File: src/hm_pkg.sv
// Summary of operation
// RQ1: With trim pin open, decode 5-bit voltage code; upper codes saturate at 28V.
// RQ2: Storage power-good is high only while the rail is above the threshold.
// RQ3: One 4-bit threshold code, 95.0% to 98.0% in 0.2% steps, serves both uses.
// RQ4: A check sinks 10mA for the discharge time, then 50mA for 200us.
// RQ5: A droop beyond threshold sets the fault bit and pulls the interrupt low.
// RQ6: When discharge ends the boost converter is enabled again to recharge.
// RQ7: Checks run on their own, on host trigger, or only on host demand.
// RQ8: Autocheck disable bit 4 of register 0x0B stops periodic checks.
// RQ9: One-shot bit 1 of register 0x06 starts a check even when disabled.
// RQ10: With no scaling, periodic checks start every 4 minutes.
// RQ11: Scaling bits 1:0 of register 0x10 stretch the period to 8 or 16 minutes.
// RQ12: Manual sink bit 2 of register 0x06 turns the 10mA sink on; host turns it off.
// RQ13: During manual discharge the droop is still compared against the threshold.
// RQ14: Discharge code: 2ms doubling to 256ms, or 384ms to 1280ms in 128ms steps.
// RQ15: A one-shot arriving during a running check is absorbed by that check.
package hm_pkg;

    ////////////////////////////////////////////////////////////////////////////
    // Timing
    localparam int CLK_HZ = 40000000;
    localparam int PULSE_US = 200;
    localparam int PULSE_CYC = PULSE_US * (CLK_HZ / 1000000);
    localparam int MS_CYC = CLK_HZ / 1000;
    localparam int PERIOD_MIN = 4;
    localparam int PERIOD_MS = PERIOD_MIN * 60 * 1000;
    localparam int TW = 32;

    ////////////////////////////////////////////////////////////////////////////
    // Register map: index, byte address is four times it
    localparam int AW = 10;
    localparam int DW = 8;
    localparam logic [7:0] IDX_TRIG = 8'h06;
    localparam logic [7:0] IDX_CHKCFG = 8'h0b;
    localparam logic [7:0] IDX_THR = 8'h0c;
    localparam logic [7:0] IDX_VSET = 8'h0d;
    localparam logic [7:0] IDX_SCALE = 8'h10;
    localparam logic [7:0] IDX_STATUS = 8'h20;
    localparam logic [7:0] IDX_MASK = 8'h21;
    localparam logic [7:0] IDX_STATE = 8'h22;
    localparam int TRIG_ONESHOT_BIT = 1;
    localparam int TRIG_MANUAL_BIT = 2;
    localparam int CFG_DIS_BIT = 4;
    localparam int ST_FAULT_BIT = 0;
    localparam int ST_DONE_BIT = 1;
    localparam logic [3:0] RST_TSET = 4'h4;
    localparam logic [3:0] RST_THR = 4'h0;
    localparam logic [4:0] RST_VCODE = 5'h17;
    localparam logic [1:0] RST_SCALE = 2'h0;
    localparam logic [1:0] RST_MASK = 2'h1;

    ////////////////////////////////////////////////////////////////////////////
    // Decode constants; voltages in 10mV, threshold in 0.1%
    localparam logic [11:0] VSET_MIN = 12'h1f4;
    localparam logic [11:0] VSET_C1 = 12'h230;
    localparam logic [11:0] VSET_STEP = 12'h064;
    localparam logic [11:0] VSET_HI_BASE = 12'h834;
    localparam logic [11:0] VSET_MAX = 12'haf0;
    localparam logic [3:0] VSET_SAT_CODE = 4'h7;
    localparam logic [9:0] THR_BASE = 10'h3b6;
    localparam logic [23:0] PM_FULL = 24'h0003e8;
    localparam logic [10:0] TSET_LO_BASE = 11'h002;
    localparam logic [10:0] TSET_HI_BASE = 11'h180;
    localparam logic [10:0] TSET_HI_STEP = 11'h080;

    typedef enum logic [1:0] {
        ST_IDLE = 2'b00,
        ST_SOAK = 2'b01,
        ST_PULSE = 2'b10,
        ST_RECHG = 2'b11
    } hm_state_t;

    function automatic logic hm_sel(input logic [AW-1:0] addr, input logic [7:0] idx);
        return (addr[1:0] == 2'h0) && (addr[AW-1:2] == idx);
    endfunction : hm_sel

    function automatic logic [11:0] hm_vset(input logic [4:0] code);
        logic [11:0] v;
        v = VSET_MIN;
        if (code[4]) begin
            if (code[3:0] >= VSET_SAT_CODE) v = VSET_MAX;
            else v = 12'(VSET_HI_BASE + VSET_STEP * {8'h00, code[3:0]});
        end else if (code[3:0] == 4'h1) begin
            v = VSET_C1;
        end else if (code[3:0] != 4'h0) begin
            v = 12'(({8'h00, code[3:0]} + 12'h005) * VSET_STEP);
        end
        return v;
    endfunction : hm_vset

    function automatic logic [9:0] hm_thr_pm(input logic [3:0] code);
        return 10'(THR_BASE + {5'h00, code, 1'b0});
    endfunction : hm_thr_pm

    // True when v sits below thr per mille of ref
    function automatic logic hm_below(input logic [11:0] v, input logic [11:0] ref_v, input logic [9:0] thr);
        logic [23:0] a;
        logic [23:0] b;
        a = {12'h000, v} * PM_FULL;
        b = {12'h000, ref_v} * {14'h0000, thr};
        return a < b;
    endfunction : hm_below

    function automatic logic [10:0] hm_tset_ms(input logic [3:0] code);
        if (code[3]) return 11'(TSET_HI_BASE + TSET_HI_STEP * {8'h00, code[2:0]});
        return 11'(TSET_LO_BASE << code[2:0]);
    endfunction : hm_tset_ms

endpackage : hm_pkg

File: src/hm_mon_if.sv
`timescale 1ns/1ps
`default_nettype none
interface hm_mon_if;
    logic [4:0] vcode;
    logic [3:0] thr;
    logic [11:0] rail;
    logic trim_open;
    logic [11:0] vset;
    logic vset_valid;
    logic pg;
    modport ctl (output vcode, thr, rail, trim_open, input vset, vset_valid, pg);
    modport dec (input vcode, thr, rail, trim_open, output vset, vset_valid, pg);
endinterface : hm_mon_if
`default_nettype wire

File: src/hm_countdown.sv
`timescale 1ns/1ps
`default_nettype none
module hm_countdown #(
    parameter int W = 32
) (
    // Clock and control
    input wire logic clk_sys,
    input wire logic resetn,
    input wire logic ce,
    // Counter
    input wire logic load,
    input wire logic [W-1:0] load_val,
    input wire logic dec,
    output logic zero
);
    logic [W-1:0] cnt_ff;

    assign zero = (cnt_ff == '0);

    always_ff @(posedge clk_sys) begin
        if (!resetn) begin
            cnt_ff <= '0;
        end else if (ce) begin
            if (load) cnt_ff <= load_val;
            else if (dec && !zero) cnt_ff <= cnt_ff - 1'b1;
        end
    end
endmodule : hm_countdown
`default_nettype wire

File: src/hm_decode.sv
`timescale 1ns/1ps
`default_nettype none
module hm_decode (
    // Clock and control
    input wire logic clk_sys,
    input wire logic resetn,
    input wire logic ce,
    // Monitor link
    hm_mon_if.dec mon
);
    import hm_pkg::*;

    logic [11:0] vset_ff;
    logic valid_ff;
    logic pg_ff;
    wire [9:0] thr_pm = hm_thr_pm(mon.thr); // RQ3
    wire rail_low = hm_below(mon.rail, vset_ff, thr_pm); // RQ3

    assign mon.vset = vset_ff;
    assign mon.vset_valid = valid_ff;
    assign mon.pg = pg_ff;

    always_ff @(posedge clk_sys) begin
        if (!resetn) begin
            vset_ff <= VSET_MIN;
            valid_ff <= 1'b0;
            pg_ff <= 1'b0;
        end else if (ce) begin
            vset_ff <= hm_vset(mon.vcode); // RQ1
            valid_ff <= mon.trim_open; // RQ1
            pg_ff <= !rail_low; // RQ2
        end
    end
endmodule : hm_decode
`default_nettype wire

File: src/hm_top.sv
`timescale 1ns/1ps
`default_nettype none
module hm_top
    import hm_pkg::*;
#(
    parameter int P_MS_CYC = hm_pkg::MS_CYC,
    parameter int P_PULSE_CYC = hm_pkg::PULSE_CYC,
    parameter int P_PERIOD_MS = hm_pkg::PERIOD_MS
) (
    // Clock, reset, enable
    input wire logic clk_sys,
    input wire logic resetn,
    input wire logic ce,
    // Register port
    input wire logic [hm_pkg::AW-1:0] reg_addr,
    input wire logic [hm_pkg::DW-1:0] reg_wdata,
    input wire logic reg_wr,
    input wire logic reg_rd,
    output logic [hm_pkg::DW-1:0] reg_rdata_ff,
    // Storage rail sense
    input wire logic [11:0] storage_rail,
    input wire logic storage_trim_resistor_pin_open,
    // Power stage controls
    output logic sink_10ma_en_ff,
    output logic sink_50ma_en_ff,
    output logic boost_enable_ff,
    // Indications
    output logic storage_power_good,
    output logic [11:0] storage_voltage_setting,
    output logic storage_voltage_valid,
    output logic interrupt_request_n_ff
);
    import hm_pkg::*;

    ////////////////////////////////////////////////////////////////////////////
    // Registers
    logic manual_sink_enable_ff;
    logic autocheck_disable_ff;
    logic [3:0] discharge_time_code_ff;
    logic [3:0] droop_threshold_code_ff;
    logic [4:0] storage_voltage_code_ff;
    logic check_period_double_ff;
    logic check_period_quadruple_ff;
    logic [1:0] stat_ff;
    logic [1:0] mask_ff;
    hm_state_t state_ff;
    hm_state_t nxt_state;
    logic [11:0] ref_ff;
    logic [DW-1:0] nxt_rdata;

    ////////////////////////////////////////////////////////////////////////////
    // Address decode
    wire wr_trig = reg_wr && hm_sel(reg_addr, IDX_TRIG);
    wire wr_cfg = reg_wr && hm_sel(reg_addr, IDX_CHKCFG);
    wire wr_thr = reg_wr && hm_sel(reg_addr, IDX_THR);
    wire wr_vset = reg_wr && hm_sel(reg_addr, IDX_VSET);
    wire wr_scale = reg_wr && hm_sel(reg_addr, IDX_SCALE);
    wire wr_status = reg_wr && hm_sel(reg_addr, IDX_STATUS);
    wire wr_mask = reg_wr && hm_sel(reg_addr, IDX_MASK);

    ////////////////////////////////////////////////////////////////////////////
    // Check control
    wire oneshot_check_trigger = wr_trig && reg_wdata[TRIG_ONESHOT_BIT]; // RQ9
    wire nxt_manual = wr_trig ? reg_wdata[TRIG_MANUAL_BIT] : manual_sink_enable_ff; // RQ12
    wire manual_rise = nxt_manual && !manual_sink_enable_ff;
    wire ms_tick;
    wire phase_zero;
    wire period_zero;
    // Only a free sequencer starts; a trigger during a check is absorbed
    wire seq_free = (state_ff == ST_IDLE) && !manual_sink_enable_ff; // RQ15
    wire auto_req = period_zero && !autocheck_disable_ff; // RQ8 RQ10
    wire start_chk = seq_free && (oneshot_check_trigger || auto_req); // RQ7 RQ9
    wire in_soak = (state_ff == ST_SOAK);
    wire in_pulse = (state_ff == ST_PULSE);
    wire [9:0] thr_pm = hm_thr_pm(droop_threshold_code_ff); // RQ3
    wire [10:0] tset_ms = hm_tset_ms(discharge_time_code_ff); // RQ14
    wire droop_low = hm_below(storage_rail, ref_ff, thr_pm); // RQ5 RQ13
    wire monitoring = in_soak || in_pulse || manual_sink_enable_ff; // RQ13
    wire fault_evt = monitoring && droop_low; // RQ5
    wire done_evt = (state_ff == ST_RECHG);
    wire [1:0] per_shift = check_period_quadruple_ff ? 2'h2 : {1'b0, check_period_double_ff}; // RQ11
    wire [TW-1:0] period_val = TW'((P_PERIOD_MS << per_shift) - 1); // RQ10 RQ11
    wire [TW-1:0] phase_val = start_chk ? {{(TW-11){1'b0}}, tset_ms} : TW'(P_PULSE_CYC - 1); // RQ4 RQ14
    wire [1:0] clr_bits = wr_status ? reg_wdata[1:0] : 2'h0;
    // Set wins over a clear in the same cycle
    wire [1:0] nxt_stat = (stat_ff & ~clr_bits) | {done_evt, fault_evt}; // RQ5
    wire [1:0] nxt_mask = wr_mask ? reg_wdata[1:0] : mask_ff;
    wire nxt_discharge = (nxt_state == ST_SOAK) || (nxt_state == ST_PULSE);

    ////////////////////////////////////////////////////////////////////////////
    // Timers; the millisecond prescaler restarts with each check so soak is exact
    hm_countdown #(.W(TW)) u_prescale (
        .clk_sys(clk_sys),
        .resetn(resetn),
        .ce(ce),
        .load(ms_tick || start_chk),
        .load_val(TW'(P_MS_CYC - 1)),
        .dec(1'b1),
        .zero(ms_tick)
    );

    hm_countdown #(.W(TW)) u_phase (
        .clk_sys(clk_sys),
        .resetn(resetn),
        .ce(ce),
        .load(start_chk || (in_soak && phase_zero)),
        .load_val(phase_val),
        .dec(in_soak ? ms_tick : in_pulse),
        .zero(phase_zero)
    ); // RQ4 RQ14

    hm_countdown #(.W(TW)) u_period (
        .clk_sys(clk_sys),
        .resetn(resetn),
        .ce(ce),
        .load(period_zero),
        .load_val(period_val),
        .dec(ms_tick),
        .zero(period_zero)
    ); // RQ10 RQ11

    ////////////////////////////////////////////////////////////////////////////
    // Threshold and voltage decode
    hm_mon_if mon ();
    assign mon.vcode = storage_voltage_code_ff;
    assign mon.thr = droop_threshold_code_ff;
    assign mon.rail = storage_rail;
    assign mon.trim_open = storage_trim_resistor_pin_open;
    assign storage_voltage_setting = mon.vset; // RQ1
    assign storage_voltage_valid = mon.vset_valid; // RQ1
    assign storage_power_good = mon.pg; // RQ2

    hm_decode u_decode (
        .clk_sys(clk_sys),
        .resetn(resetn),
        .ce(ce),
        .mon(mon.dec)
    );

    ////////////////////////////////////////////////////////////////////////////
    // Sequencer
    always_comb begin
        nxt_state = state_ff;
        case (state_ff)
            ST_IDLE: begin
                if (start_chk) nxt_state = ST_SOAK; // RQ4
            end
            ST_SOAK: begin
                if (phase_zero) nxt_state = ST_PULSE; // RQ4
            end
            ST_PULSE: begin
                if (phase_zero) nxt_state = ST_RECHG; // RQ6
            end
            ST_RECHG: begin
                nxt_state = ST_IDLE;
            end
            default: begin
                nxt_state = ST_IDLE;
            end
        endcase
    end

    always_ff @(posedge clk_sys) begin
        if (!resetn) begin
            state_ff <= ST_IDLE;
            ref_ff <= 12'h000;
            sink_10ma_en_ff <= 1'b0;
            sink_50ma_en_ff <= 1'b0;
            boost_enable_ff <= 1'b1;
        end else if (ce) begin
            state_ff <= nxt_state;
            // Droop is judged against the rail at the start of discharge
            if (start_chk || manual_rise) ref_ff <= storage_rail; // RQ13
            sink_10ma_en_ff <= (nxt_state == ST_SOAK) || nxt_manual; // RQ4 RQ12
            sink_50ma_en_ff <= (nxt_state == ST_PULSE); // RQ4
            // Boost would mask the droop, so it stays off until discharge ends
            boost_enable_ff <= !nxt_discharge && !nxt_manual; // RQ6
        end
    end

    ////////////////////////////////////////////////////////////////////////////
    // Register file and interrupt
    always_ff @(posedge clk_sys) begin
        if (!resetn) begin
            manual_sink_enable_ff <= 1'b0;
            autocheck_disable_ff <= 1'b0;
            discharge_time_code_ff <= RST_TSET;
            droop_threshold_code_ff <= RST_THR;
            storage_voltage_code_ff <= RST_VCODE;
            check_period_double_ff <= RST_SCALE[0];
            check_period_quadruple_ff <= RST_SCALE[1];
            stat_ff <= 2'h0;
            mask_ff <= RST_MASK;
            interrupt_request_n_ff <= 1'b1;
            reg_rdata_ff <= '0;
        end else if (ce) begin
            manual_sink_enable_ff <= nxt_manual; // RQ12
            if (wr_cfg) begin
                autocheck_disable_ff <= reg_wdata[CFG_DIS_BIT]; // RQ8
                discharge_time_code_ff <= reg_wdata[3:0]; // RQ14
            end
            if (wr_thr) droop_threshold_code_ff <= reg_wdata[3:0]; // RQ3
            if (wr_vset) storage_voltage_code_ff <= reg_wdata[4:0]; // RQ1
            if (wr_scale) begin
                check_period_double_ff <= reg_wdata[0]; // RQ11
                check_period_quadruple_ff <= reg_wdata[1]; // RQ11
            end
            stat_ff <= nxt_stat;
            mask_ff <= nxt_mask;
            interrupt_request_n_ff <= ~|(nxt_stat & nxt_mask); // RQ5
            reg_rdata_ff <= nxt_rdata;
        end
    end

    // Read data stand for one cycle only; unmapped reads return zero
    always_comb begin
        nxt_rdata = '0;
        if (reg_rd && reg_addr[1:0] == 2'h0) begin
            case (reg_addr[AW-1:2])
                IDX_TRIG: nxt_rdata = DW'({manual_sink_enable_ff, 2'h0});
                IDX_CHKCFG: nxt_rdata = DW'({autocheck_disable_ff, discharge_time_code_ff});
                IDX_THR: nxt_rdata = DW'(droop_threshold_code_ff);
                IDX_VSET: nxt_rdata = DW'(storage_voltage_code_ff);
                IDX_SCALE: nxt_rdata = DW'({check_period_quadruple_ff, check_period_double_ff});
                IDX_STATUS: nxt_rdata = DW'(stat_ff);
                IDX_MASK: nxt_rdata = DW'(mask_ff);
                IDX_STATE: nxt_rdata = DW'({droop_low, mon.pg, state_ff});
                default: nxt_rdata = '0;
            endcase
        end
    end

    ////////////////////////////////////////////////////////////////////////////
    // Checks
    logic [TW-1:0] soak_ms_cnt;
    logic [TW-1:0] pulse_cyc_cnt;
    logic [10:0] chk_tset;

    always_ff @(posedge clk_sys) begin
        if (!resetn) begin
            soak_ms_cnt <= '0;
            pulse_cyc_cnt <= '0;
            chk_tset <= 11'h000;
        end else if (ce) begin
            if (start_chk) chk_tset <= tset_ms;
            if (!in_soak) soak_ms_cnt <= '0;
            else if (ms_tick) soak_ms_cnt <= soak_ms_cnt + 1'b1;
            if (!in_pulse) pulse_cyc_cnt <= '0;
            else pulse_cyc_cnt <= pulse_cyc_cnt + 1'b1;
        end
    end
endmodule : hm_top
`default_nettype wire

File: config.mk
export PLATFORM = sky130hd
export DESIGN_NAME = hm_top
export DESIGN_NICKNAME = d
export VERILOG_FILES = /design/src/hm_pkg.sv /design/src/hm_mon_if.sv /design/src/hm_countdown.sv /design/src/hm_decode.sv /design/src/hm_top.sv
export SDC_FILE = /design/constraint.sdc
export NUM_CORES = 1
export LEC_CHECK = 0
export BUFFER_PORTS_ARGS = -buffer_cell sky130_fd_sc_hd__buf_4
export CORE_MARGIN = 3
export CORE_UTILIZATION = 68
export DETAILED_ROUTE_END_ITERATION = 16
export PLACE_DENSITY = 0.95
export REMOVE_ABC_BUFFERS = 1
export SETUP_SLACK_MARGIN = 0.15
export SLEW_MARGIN = 20
export SYNTH_ARGS = -nofsm -noshare
export SYNTH_HDL_FRONTEND = slang
export SYNTH_SLANG_ARGS = --single-unit
File: constraint.sdc
create_clock -name clk_sys -period 18.7 [get_ports clk_sys]
set_clock_uncertainty 0.2 [all_clocks]
set_input_delay 2.805 -clock clk_sys [delete_from_list [all_inputs] [get_ports clk_sys]]
set_output_delay 2.805 -clock clk_sys [all_outputs]
set_load 0.01 [all_outputs]
**Yosys cells after proc, flatten, opt, wreduce, memory -nomap -nowiden**

Index checks and enable logic that the tools add are counted.
W data, S select, Z words.

- Word-level logic and storage cells: 142
- Input bits: 36
- Register bits after elaboration: 157
- Output and inout port bits: 26

- Shift operators: 2
- $lt $le $gt $ge: 3
- Bitwise gates (word level): 4
- Reductions and logical operators: 58
- $mul: 5
- Mux-type cells: 25
- $add $sub $neg: 8
- Eq/ne operators: 15

Operators with widths:

| operator | number |
|---|---|
| $mux W32 | 6 |
| $logic_not A32 Y1 | 3 |
| $sub A32 B1 Y32 const B | 3 |
| $mux W12 | 4 |
| $lt A22 B22 Y1 | 2 |
| $mul A12 B10 Y22 | 2 |
| $pmux W5 S8 | 1 |
| $shl A18 B2 Y32 const A | 1 |
| $sub A32 B2 Y32 const B | 1 |
| $logic_and A1 B1 Y1 | 25 |
| $eq A8 B4 Y1 const B | 3 |
| $eq A8 B6 Y1 const B | 3 |
| $mux W11 | 2 |
| $mul A12 B7 Y19 const B | 1 |
| $reduce_and A2 Y1 | 8 |
| $mux W13 | 1 |
| $add A12 B11 Y12 const A | 1 |
| $mul A12 B5 Y10 const B | 1 |
| $mux W2 | 6 |
| $add A9 B10 Y11 const A | 1 |
| $shl A2 B3 Y11 const A | 1 |
| $add A8 B6 Y9 const A | 1 |
| $mul A5 B4 Y9 const A | 1 |
| $eq A8 B3 Y1 const B | 1 |
| 19 further kinds | 41 |

**Longest topological paths before layout**

Gate-level depths: netlist (run 1).

- Depth after elaboration: 12
- Depth in mapped cells: 34
- Mapped depth without buffers: 32

**Cells and area by module**

A second synthesis (run 1) with hierarchy kept.

- Cells, all modules: 2530
- Area total of the unflattened synthesis: 21757.1 um2

By module, submodules not included:

| module | cells each | seq. area each (um2) | times used | area an instance (um2) |
|---|---|---|---|---|
| hm_top | 928 | 880.8 | 1 | 8363.0 |
| hm_decode | 718 | 240.2 | 1 | 6593.8 |
| hm_countdown (u_period ...) | 294 | 640.6 | 2 | 2279.7 |
| hm_countdown (u_phase) | 296 | 640.6 | 1 | 2240.9 |

**Worst setup path after synthesis (run 1)**

Ideal clock, no wire load.

- Kind: input port to flip-flop
- Start point: input storage_rail[0]
- End point: register interrupt_request_n_ff
- Required time: 18378 ps
- Stages: 20
- Path slack: 10632 ps
- Data arrival time: 7746 ps
- Library setup time: 122 ps
- Path buffers: 0
- Cell sequence: fa_1 > inv_1 > fa_1 > fa_1 > inv_1 > fa_1 > ha_1 > o21a_1 > o21ai_0 > a211oi_1 > nor3_1 > o41ai_1 > a21oi_1 > xnor2_1 > ha_1 > a2111oi_0 > nand2_1 > a211oi_1 > o211ai_1 > a221o_1

- Word-level cells in the longest chain between the ends: 7

Ends and longest elaborated chain:

| item | line | text |
|---|---|---|
| start: declaration | hm_top.sv:21 | `input wire logic [11:0] storage_rail,` |
| $mul A12 B7 Y19 | hm_pkg.sv:99 | `a = {12'h000, v} * PM_FULL;` |
| $lt A22 B22 Y1 | hm_pkg.sv:101 | `return a < b;` |
| $logic_and A1 B1 Y1 | hm_top.sv:79 | `wire fault_evt = monitoring && droop_low;` |
| $or A2 B2 Y2 | hm_top.sv:86 | `wire [1:0] nxt_stat = (stat_ff & ~clr_bits) \| {done_evt, fault_evt};` |
| $and A2 B2 Y2 | hm_top.sv:210 | `interrupt_request_n_ff <= ~\|(nxt_stat & nxt_mask);` |
| $reduce_or A2 Y1 | hm_top.sv:210 |  |
| $logic_not A1 Y1 | hm_top.sv:210 |  |
| end signal: assignment | hm_top.sv:210 |  |
| end: declaration | hm_top.sv:31 | `output logic interrupt_request_n_ff` |

Every way passes these cells.
A chain may end at the register's enable or synchronous reset.

**Worst setup path in the final report (run 1)**

- Start point: register droop_threshold_code_ff[0]
- End point: register interrupt_request_n_ff

- Word-level cells in the longest chain between the ends: 8

Ends and longest elaborated chain:

| item | line | text |
|---|---|---|
| start: declaration | hm_top.sv:40 | `logic [3:0] droop_threshold_code_ff;` |
| start signal: assignment | hm_top.sv:202 | `if (wr_thr) droop_threshold_code_ff <= reg_wdata[3:0];` |
| $add A8 B6 Y9 | hm_pkg.sv:92 | `return 10'(THR_BASE + {5'h00, code, 1'b0});` |
| $mul A12 B10 Y22 | hm_pkg.sv:100 | `b = {12'h000, ref_v} * {14'h0000, thr};` |
| $lt A22 B22 Y1 | hm_pkg.sv:101 |  |
| $logic_and A1 B1 Y1 | hm_top.sv:79 |  |
| $or A2 B2 Y2 | hm_top.sv:86 |  |
| $and A2 B2 Y2 | hm_top.sv:210 |  |
| $reduce_or A2 Y1 | hm_top.sv:210 |  |
| $logic_not A1 Y1 | hm_top.sv:210 |  |

Every way passes these cells.

==> insert_results.sql, run 1 <==
INSERT INTO impl_metrics (metric_group, metric, value, unit) VALUES
('floorplanning', 'floorplan.rows', '57', ''),
('place', 'gp_routability_congestion', '0.924', ''),
('timing', 'worst_slew_margin_rel', '32.0', '%'),
('place', 'dp_hpwl', '32400', 'um'),
('timing', 'final-max-slew-violation-count', '0', ''),
('drt', 'detail_route.vias_per_cell', '6.60', ''),
('floorplanning', 'floorplan.initialDensity', '70.0', '%'),
('floorplanning', 'fp.dieW', '165', 'um'),
('synthesis', 'yosysMostFrequentCell', 'ha_1', ''),
('finish', 'fill_cells', '1518', ''),
('clocking', 'clock_latency', '0.46', 'ns'),
('synthesis', 'synth_common_cells', '242 x ha_1, 241 x inv_1, 168 x fa_1', ''),
('finish', 'layout-drive-gt1-share', '5.84', '%'),
('drt', 'detailedRoute.firstPassIterationCount', '8', ''),
('drt', 'route.detailed.drc', '0', ''),
('drt', 'route.antenna.remaining_nets', '0', ''),
('drt', 'routedWlPerCell', '20.0', 'um'),
('timing', 'setup_ws', '8.97', 'ns'),
('synthesis', 'seq_area_frac_synth', '17.6', '%'),
('finish', 'antennaDiodeCount', '0', ''),
('synthesis', 'synth_enable_flop_cells', '0', ''),
('synthesis', 'async_reset_ff_share', '0', '%'),
('worst_setup_path', 'timing.critical_path.required', '18.84', 'ns'),
('finish', 'nNetsFinal', '2455', ''),
('clocking', 'cts_buffer_depth', '2', ''),
('floorplanning', 'num_io_pins', '62', ''),
('worst_setup_path', 'critPathKind', 'reg -> reg', ''),
('drt', 'drt-total-wl', '47000', 'um'),
('clocking', 'cts_setup_buffers', '0', ''),
('floorplanning', 'core_footprint', '24700', 'um2'),
('worst_setup_path', 'path_max_fanout', '22', ''),
('synthesis', 'synth_warn', '0', ''),
('timing', 'fmax', '0.103', 'GHz'),
('clocking', 'holdBufCountCts', '0', ''),
('global_routing', 'groute.usage.overall', '35.3', '%'),
('global_routing', 'antenna_found_initial', '1', ''),
('place', 'pre_cts_slack', '9.33', 'ns'),
('clocking', 'ctsResizeCount', '0', ''),
('synthesis', 'synthesis.area', '17300', 'um2'),
('job', 'drv.max_cap_violation_count', '0', ''),
('status', 'run_status', 'finished, final reports clean', ''),
('worst_setup_path', 'reg2reg_from', 'droop_threshold_code_ff[0]', ''),
('worst_setup_path', 'crit_path_start', 'droop_threshold_code_ff[0]', ''),
('worst_setup_path', 'worst_setup_path_end_kind', 'flop', ''),
('global_routing', 'global_route.overflow_total', '0', ''),
('finish', 'final_cell_area', '18500', 'um2'),
('synthesis', 'ys_types', '76', ''),
('clocking', 'number_of_h_tree_branching_levels', '4', ''),
('finish', 'syn_to_final_growth', '7.08', '%'),
('timing', 'totalNegativeSetupSlack', '0', 'ns'),
('global_routing', 'grt_pass1_vias', '16000', ''),
('global_routing', 'grt_start_max_net_pins', '72', ''),
('min_path', 'min-delay-start', 'u_period.cnt_ff[20]', ''),
('synthesis', 'syn_inst', '1986', ''),
('timing', 'period_share', '52.0', '%'),
('place', 'placement.cell_area', '17900', 'um2'),
('global_routing', 'grt_first_pass_wirelength', '77400', 'um'),
('timing', 'fin_worst_hold_slack', '0.276', 'ns'),
('clocking', 'cts.root.buffer_cell', 'clkbuf_16', ''),
('worst_setup_path', 'crit_path_top_delay_cell', 'o41ai_1', ''),
('floorplanning', 'die_area', '27400', 'um2'),
('drt', 'drt-initial-drc-count', '1907', ''),
('clocking', 'clock-sinks', '152', ''),
('clocking', 'numCtsBuffers', '17', ''),
('worst_setup_path', 'crit_arrival', '9.87', 'ns'),
('timing', 'worst-slew-pin-transition', '1.02', 'ns'),
('min_path', 'holdCritPathClass', 'reg -> reg', ''),
('timing', 'setup-violations-final', '0', ''),
('synthesis', 'synth_largest_type_area_fraction', '19.5', '%'),
('synthesis', 'post_synth.cell_area_avg', '8.70', 'um2'),
('synthesis', 'ys_ff_latch', '152', ''),
('floorplanning', 'fp.dieH', '165', 'um'),
('synthesis', 'top_cells_by_area_in_the_synthesized_netlist', 'fa_1 19%, dfxtp_1 18%, ha_1 18%', ''),
('place', 'port_buffers', '53', ''),
('clocking', 'tritoncts', 'yes', ''),
('timing', 'finalWorstPathRequiredPeriod', '9.73', 'ns'),
('timing', 'timing.final.hold_violations', '0', ''),
('drt', 'dr_total_vias', '15500', ''),
('synthesis', 'ys_dominant_reg_cell', 'dfxtp_1', ''),
('synthesis', 'yosysTopAreaCell', 'fa_1', ''),
('timing', 'rsz0062_at_grt', 'no', ''),
('worst_setup_path', 'timing.critical_path.from_type', 'flop', ''),
('worst_setup_path', 'worst_path_largest_cell_delay', '0.76', 'ns'),
('clocking', 'clk_pin_slew_worst_paths', '0.07', 'ns');
[registers in the layout, indices dropped and copies added (netlist names), 2 cells and up]
name / count
discharge_time_code_ff: 4
mask_ff: 2
state_ff: 2
stat_ff: 2
u_decode.mon.vset: 10
reg_rdata_ff: 5
droop_threshold_code_ff: 4
u_prescale.cnt_ff: 32
u_phase.cnt_ff: 32
ref_ff: 12
mon.vcode: 5
u_period.cnt_ff: 32
[cell usage in the layout (no fill, tap or decap), types with 39 or more instances in the layout]
cell type  netlist  final
dfxtp_1        152    152
ha_1           242    242
nor2_1         167    167
nand2_1        148    148
nor3_1          62     62
xor2_1          39     39
and2_1          59     59
xnor2_1         88     88
fa_1           168    168
a21oi_1        108    108
inv_1          241    241
buf_4            8     60
nand3_1         44     44
o21ai_0         50     50
[per-layer routing]
metal	routed length, um	up-vias	global-route usage [%]
li1	-	6752	-
met1	16600	7329	41.5
met2	22400	1038	58.1
met3	4650	361	8.01
met4	3300	0	22.8
met5	0	-	0
[through the flow]
stage          instances  util (%)
2_1_floorplan       1930         -
3_3_place_gp        2314      72.5
3_5_place_dp        2314      72.5
4_1_cts             2346      75.0
5_1_grt             2346      75.0
6_report            2346      75.0
[path summary, 6_finish.rpt]
check                           depth (start not counted)                     end  slack (ns)
worst max-delay path                                   28  interrupt_request_n_ff        8.97
worst min-delay path                                    2     u_period.cnt_ff[20]        0.28
worst max register to register                         28  interrupt_request_n_ff        8.97
worst min register to register                          2     u_period.cnt_ff[20]        0.28
[critical path: cells and delay by family, from the launching register on]
family,cells,cell delay [ns]
AO/OA/AOI/OAI,10,3.50
adder cells (fa/ha/maj),8,3.44
buffers and inverters,5,1.08
AND/OR/NAND/NOR,3,0.59
flip-flops,1,0.54
XOR/XNOR,2,0.25
[cell type report]
type,count,area (um2),share of cell area [%]
Multi-Input combinational cell,1536,13100,70.7
Sequential cell,152,3040,16.4
Inverter,242,908,4.91
Timing Repair Buffer,60,450,2.43
Clock buffer,17,425,2.30
Tap cell,324,405,2.19
Clock inverter,15,186,1.01
[cells by family (layout without fill, tap and decap cells)]
kind of cell               Yosys count  count (layout)  synth area share (%)
and+or+nand+nor                    654             654                  19.0
DFF                                152             152                  17.6
buffers and inverters              302             334                  6.76
xor gates and xnor gates           127             127                  6.44
muxes                               37              37                  2.16
other                                1               5                0.0217
adders and majority gates          410             410                  37.0
AOI/OAI and AO/OA                  303             303                  11.0
Power of run 1 is left out: the tool's default activity adds up to more than one toggle a clock period on the data nets, which glitch-free logic cannot reach.
==> run 2: changes to the inputs <==
CORE_UTILIZATION = 65   (was 68)
PLACE_DENSITY = 0.92   (was 0.95)
clock period = 9.49 ns   (was 18.7 ns; I/O delays follow)
==> insert_results.sql, run 2 (synthesis results as in run 1) <==
INSERT INTO impl_metrics (metric_group, metric, value, unit) VALUES
('timing', 'fmax', '0.112', 'GHz'),
('min_path', 'holdCritPathClass', 'reg -> reg', ''),
('drt', 'dr_total_vias', '14700', ''),
('timing', 'final-max-slew-violation-count', '0', ''),
('clocking', 'cts_setup_buffers', '0', ''),
('worst_setup_path', 'cpLargestDelayFamily', 'compound AO/OA/AOI/OAI gates', ''),
('status', 'run_status', 'finished, final reports clean', ''),
('timing', 'setup_ws', '0.542', 'ns'),
('timing', 'timing.final.hold_violations', '0', ''),
('clocking', 'cts_buffer_depth', '2', ''),
('worst_setup_path', 'timing.critical_path.required', '9.61', 'ns'),
('drt', 'route.antenna.remaining_nets', '0', ''),
('floorplanning', 'fp.dieH', '169', 'um'),
('timing', 'fin_worst_hold_slack', '0.281', 'ns'),
('finish', 'antennaDiodeCount', '0', ''),
('place', 'gp_routability_congestion', '0.921', ''),
('global_routing', 'antenna_found_initial', '0', ''),
('drt', 'detailedRoute.firstPassIterationCount', '6', ''),
('finish', 'layout.cells.non_filler', '2359', ''),
('global_routing', 'global_route.overflow_total', '0', ''),
('clocking', 'clk_pin_slew_worst_paths', '0.07', 'ns'),
('floorplanning', 'floorplan.rows', '59', ''),
('clocking', 'clock-sinks', '152', ''),
('timing', 'worst-slew-pin-transition', '1.09', 'ns'),
('worst_setup_path', 'worst_setup_path_end_kind', 'flop', ''),
('worst_setup_path', 'critPathKind', 'reg -> reg', ''),
('timing', 'setup-violations-final', '0', ''),
('timing', 'worst_slew_margin_rel', '27.3', '%'),
('worst_setup_path', 'crit_arrival', '9.07', 'ns'),
('floorplanning', 'core_footprint', '26100', 'um2'),
('job', 'drv.max_cap_violation_count', '0', ''),
('floorplanning', 'die_area', '28600', 'um2'),
('floorplanning', 'num_io_pins', '62', ''),
('worst_setup_path', 'timing.critical_path.from_type', 'flop', ''),
('timing', 'totalNegativeSetupSlack', '0', 'ns'),
('finish', 'nNetsFinal', '2457', ''),
('global_routing', 'grt_pass1_vias', '15000', ''),
('finish', 'mostFrequentLayoutCell', 'ha_1', ''),
('drt', 'drt-total-wl', '42500', 'um'),
('finish', 'layout-drive-gt1-share', '5.93', '%'),
('worst_setup_path', 'critical_path.most_common_cell', 'ha_1', ''),
('clocking', 'ctsResizeCount', '0', ''),
('clocking', 'number_of_h_tree_branching_levels', '4', ''),
('clocking', 'numCtsBuffers', '17', ''),
('worst_setup_path', 'crit_buf_inv', '5', ''),
('global_routing', 'grt_first_pass_wirelength', '71400', 'um'),
('global_routing', 'grt_start_max_net_pins', '59', ''),
('drt', 'drt-initial-drc-count', '1403', ''),
('drt', 'routedWlPerCell', '18.0', 'um'),
('place', 'port_buffers', '53', ''),
('floorplanning', 'fp.dieW', '169', 'um'),
('clocking', 'cts.root.buffer_cell', 'clkbuf_16', ''),
('finish', 'syn_to_final_growth', '7.33', '%'),
('finish', 'registers_with_the_highest_flip_flop_counts', 'u_period.cnt_ff (32), u_phase.cnt_ff (32), u_prescale.cnt_ff (32)', ''),
('global_routing', 'groute.usage.overall', '30.2', '%'),
('worst_setup_path', 'path_max_fanout', '21', ''),
('timing', 'period_share', '94.3', '%'),
('floorplanning', 'floorplan.initialDensity', '66.3', '%'),
('clocking', 'holdBufCountCts', '0', ''),
('clocking', 'clock_latency', '0.44', 'ns'),
('clocking', 'tritoncts', 'yes', ''),
('drt', 'detail_route.vias_per_cell', '6.23', ''),
('place', 'pre_cts_slack', '0.906', 'ns'),
('drt', 'route.detailed.drc', '0', ''),
('finish', 'most-common-layout-cells', '242 x ha_1, 241 x inv_1, 168 x fa_1', ''),
('timing', 'rsz0062_at_grt', 'no', ''),
('timing', 'finalWorstPathRequiredPeriod', '8.95', 'ns'),
('place', 'dp_cells', '2327', ''),
('worst_setup_path', 'crit_path_top_delay_cell', 'a21oi_1', ''),
('worst_setup_path', 'worst_path_largest_cell_delay', '0.85', 'ns'),
('place', 'dp_hpwl', '31600', 'um');
[run 2: cell count changes in the layout (fill, tap and decap cells not counted)]
cell / before / now
clkinv_4: 1 / 2
inv_12: 1 / 0
buf_4: 60 / 62
a2111oi_1: 1 / 0
inv_6: 4 / 1
clkinv_8: 5 / 8
a2111oi_0: 1 / 2
[run 2: worst paths after layout]
| path | endpoint | slack [ns] | cells past startpoint | start |
|---|---|---|---|---|
| worst min register to register | u_period.cnt_ff[14] | 0.28 | 2 | u_period.cnt_ff[14] |
| worst max register to register | interrupt_request_n_ff | 0.54 | 27 | droop_threshold_code_ff[0] |
| worst max-delay path | interrupt_request_n_ff | 0.54 | 27 | droop_threshold_code_ff[0] |
| worst min-delay path | u_period.cnt_ff[14] | 0.28 | 2 | u_period.cnt_ff[14] |
[run 2: cell type report]
class / count / area [um2]
Fill cell: 1713 / 7520
Clock buffer: 17 / 425
Multi-Input combinational cell: 1536 / 13100
Clock inverter: 15 / 201
Sequential cell: 152 / 3040
Inverter: 242 / 908
Tap cell: 335 / 419
Timing Repair Buffer: 62 / 465
[run 2: layer usage]
layer  vias up  track usage, %  share of wire (%)
met5         -               0                  0
met4         0            14.1                4.6
met3       175            5.21                7.5
met2       706            51.7                 49
met1      7069            37.4                 39
li1       6739               -                  -
[run 2: worst min-delay path: cells and delay by family, from the launching register on]
family	cells	cell delay (ns)
AO/OA/AOI/OAI	2	0.13
flip-flops	1	0.31
[run 2: metrics by stage]
step	area, um2	util [%]
2_1_floorplan	17000	-
3_3_place_gp	17900	68.8
3_5_place_dp	17900	68.8
4_1_cts	18500	71.2
5_1_grt	18500	71.2
6_report	18500	71.2
Power of run 2 is left out for the same reason.
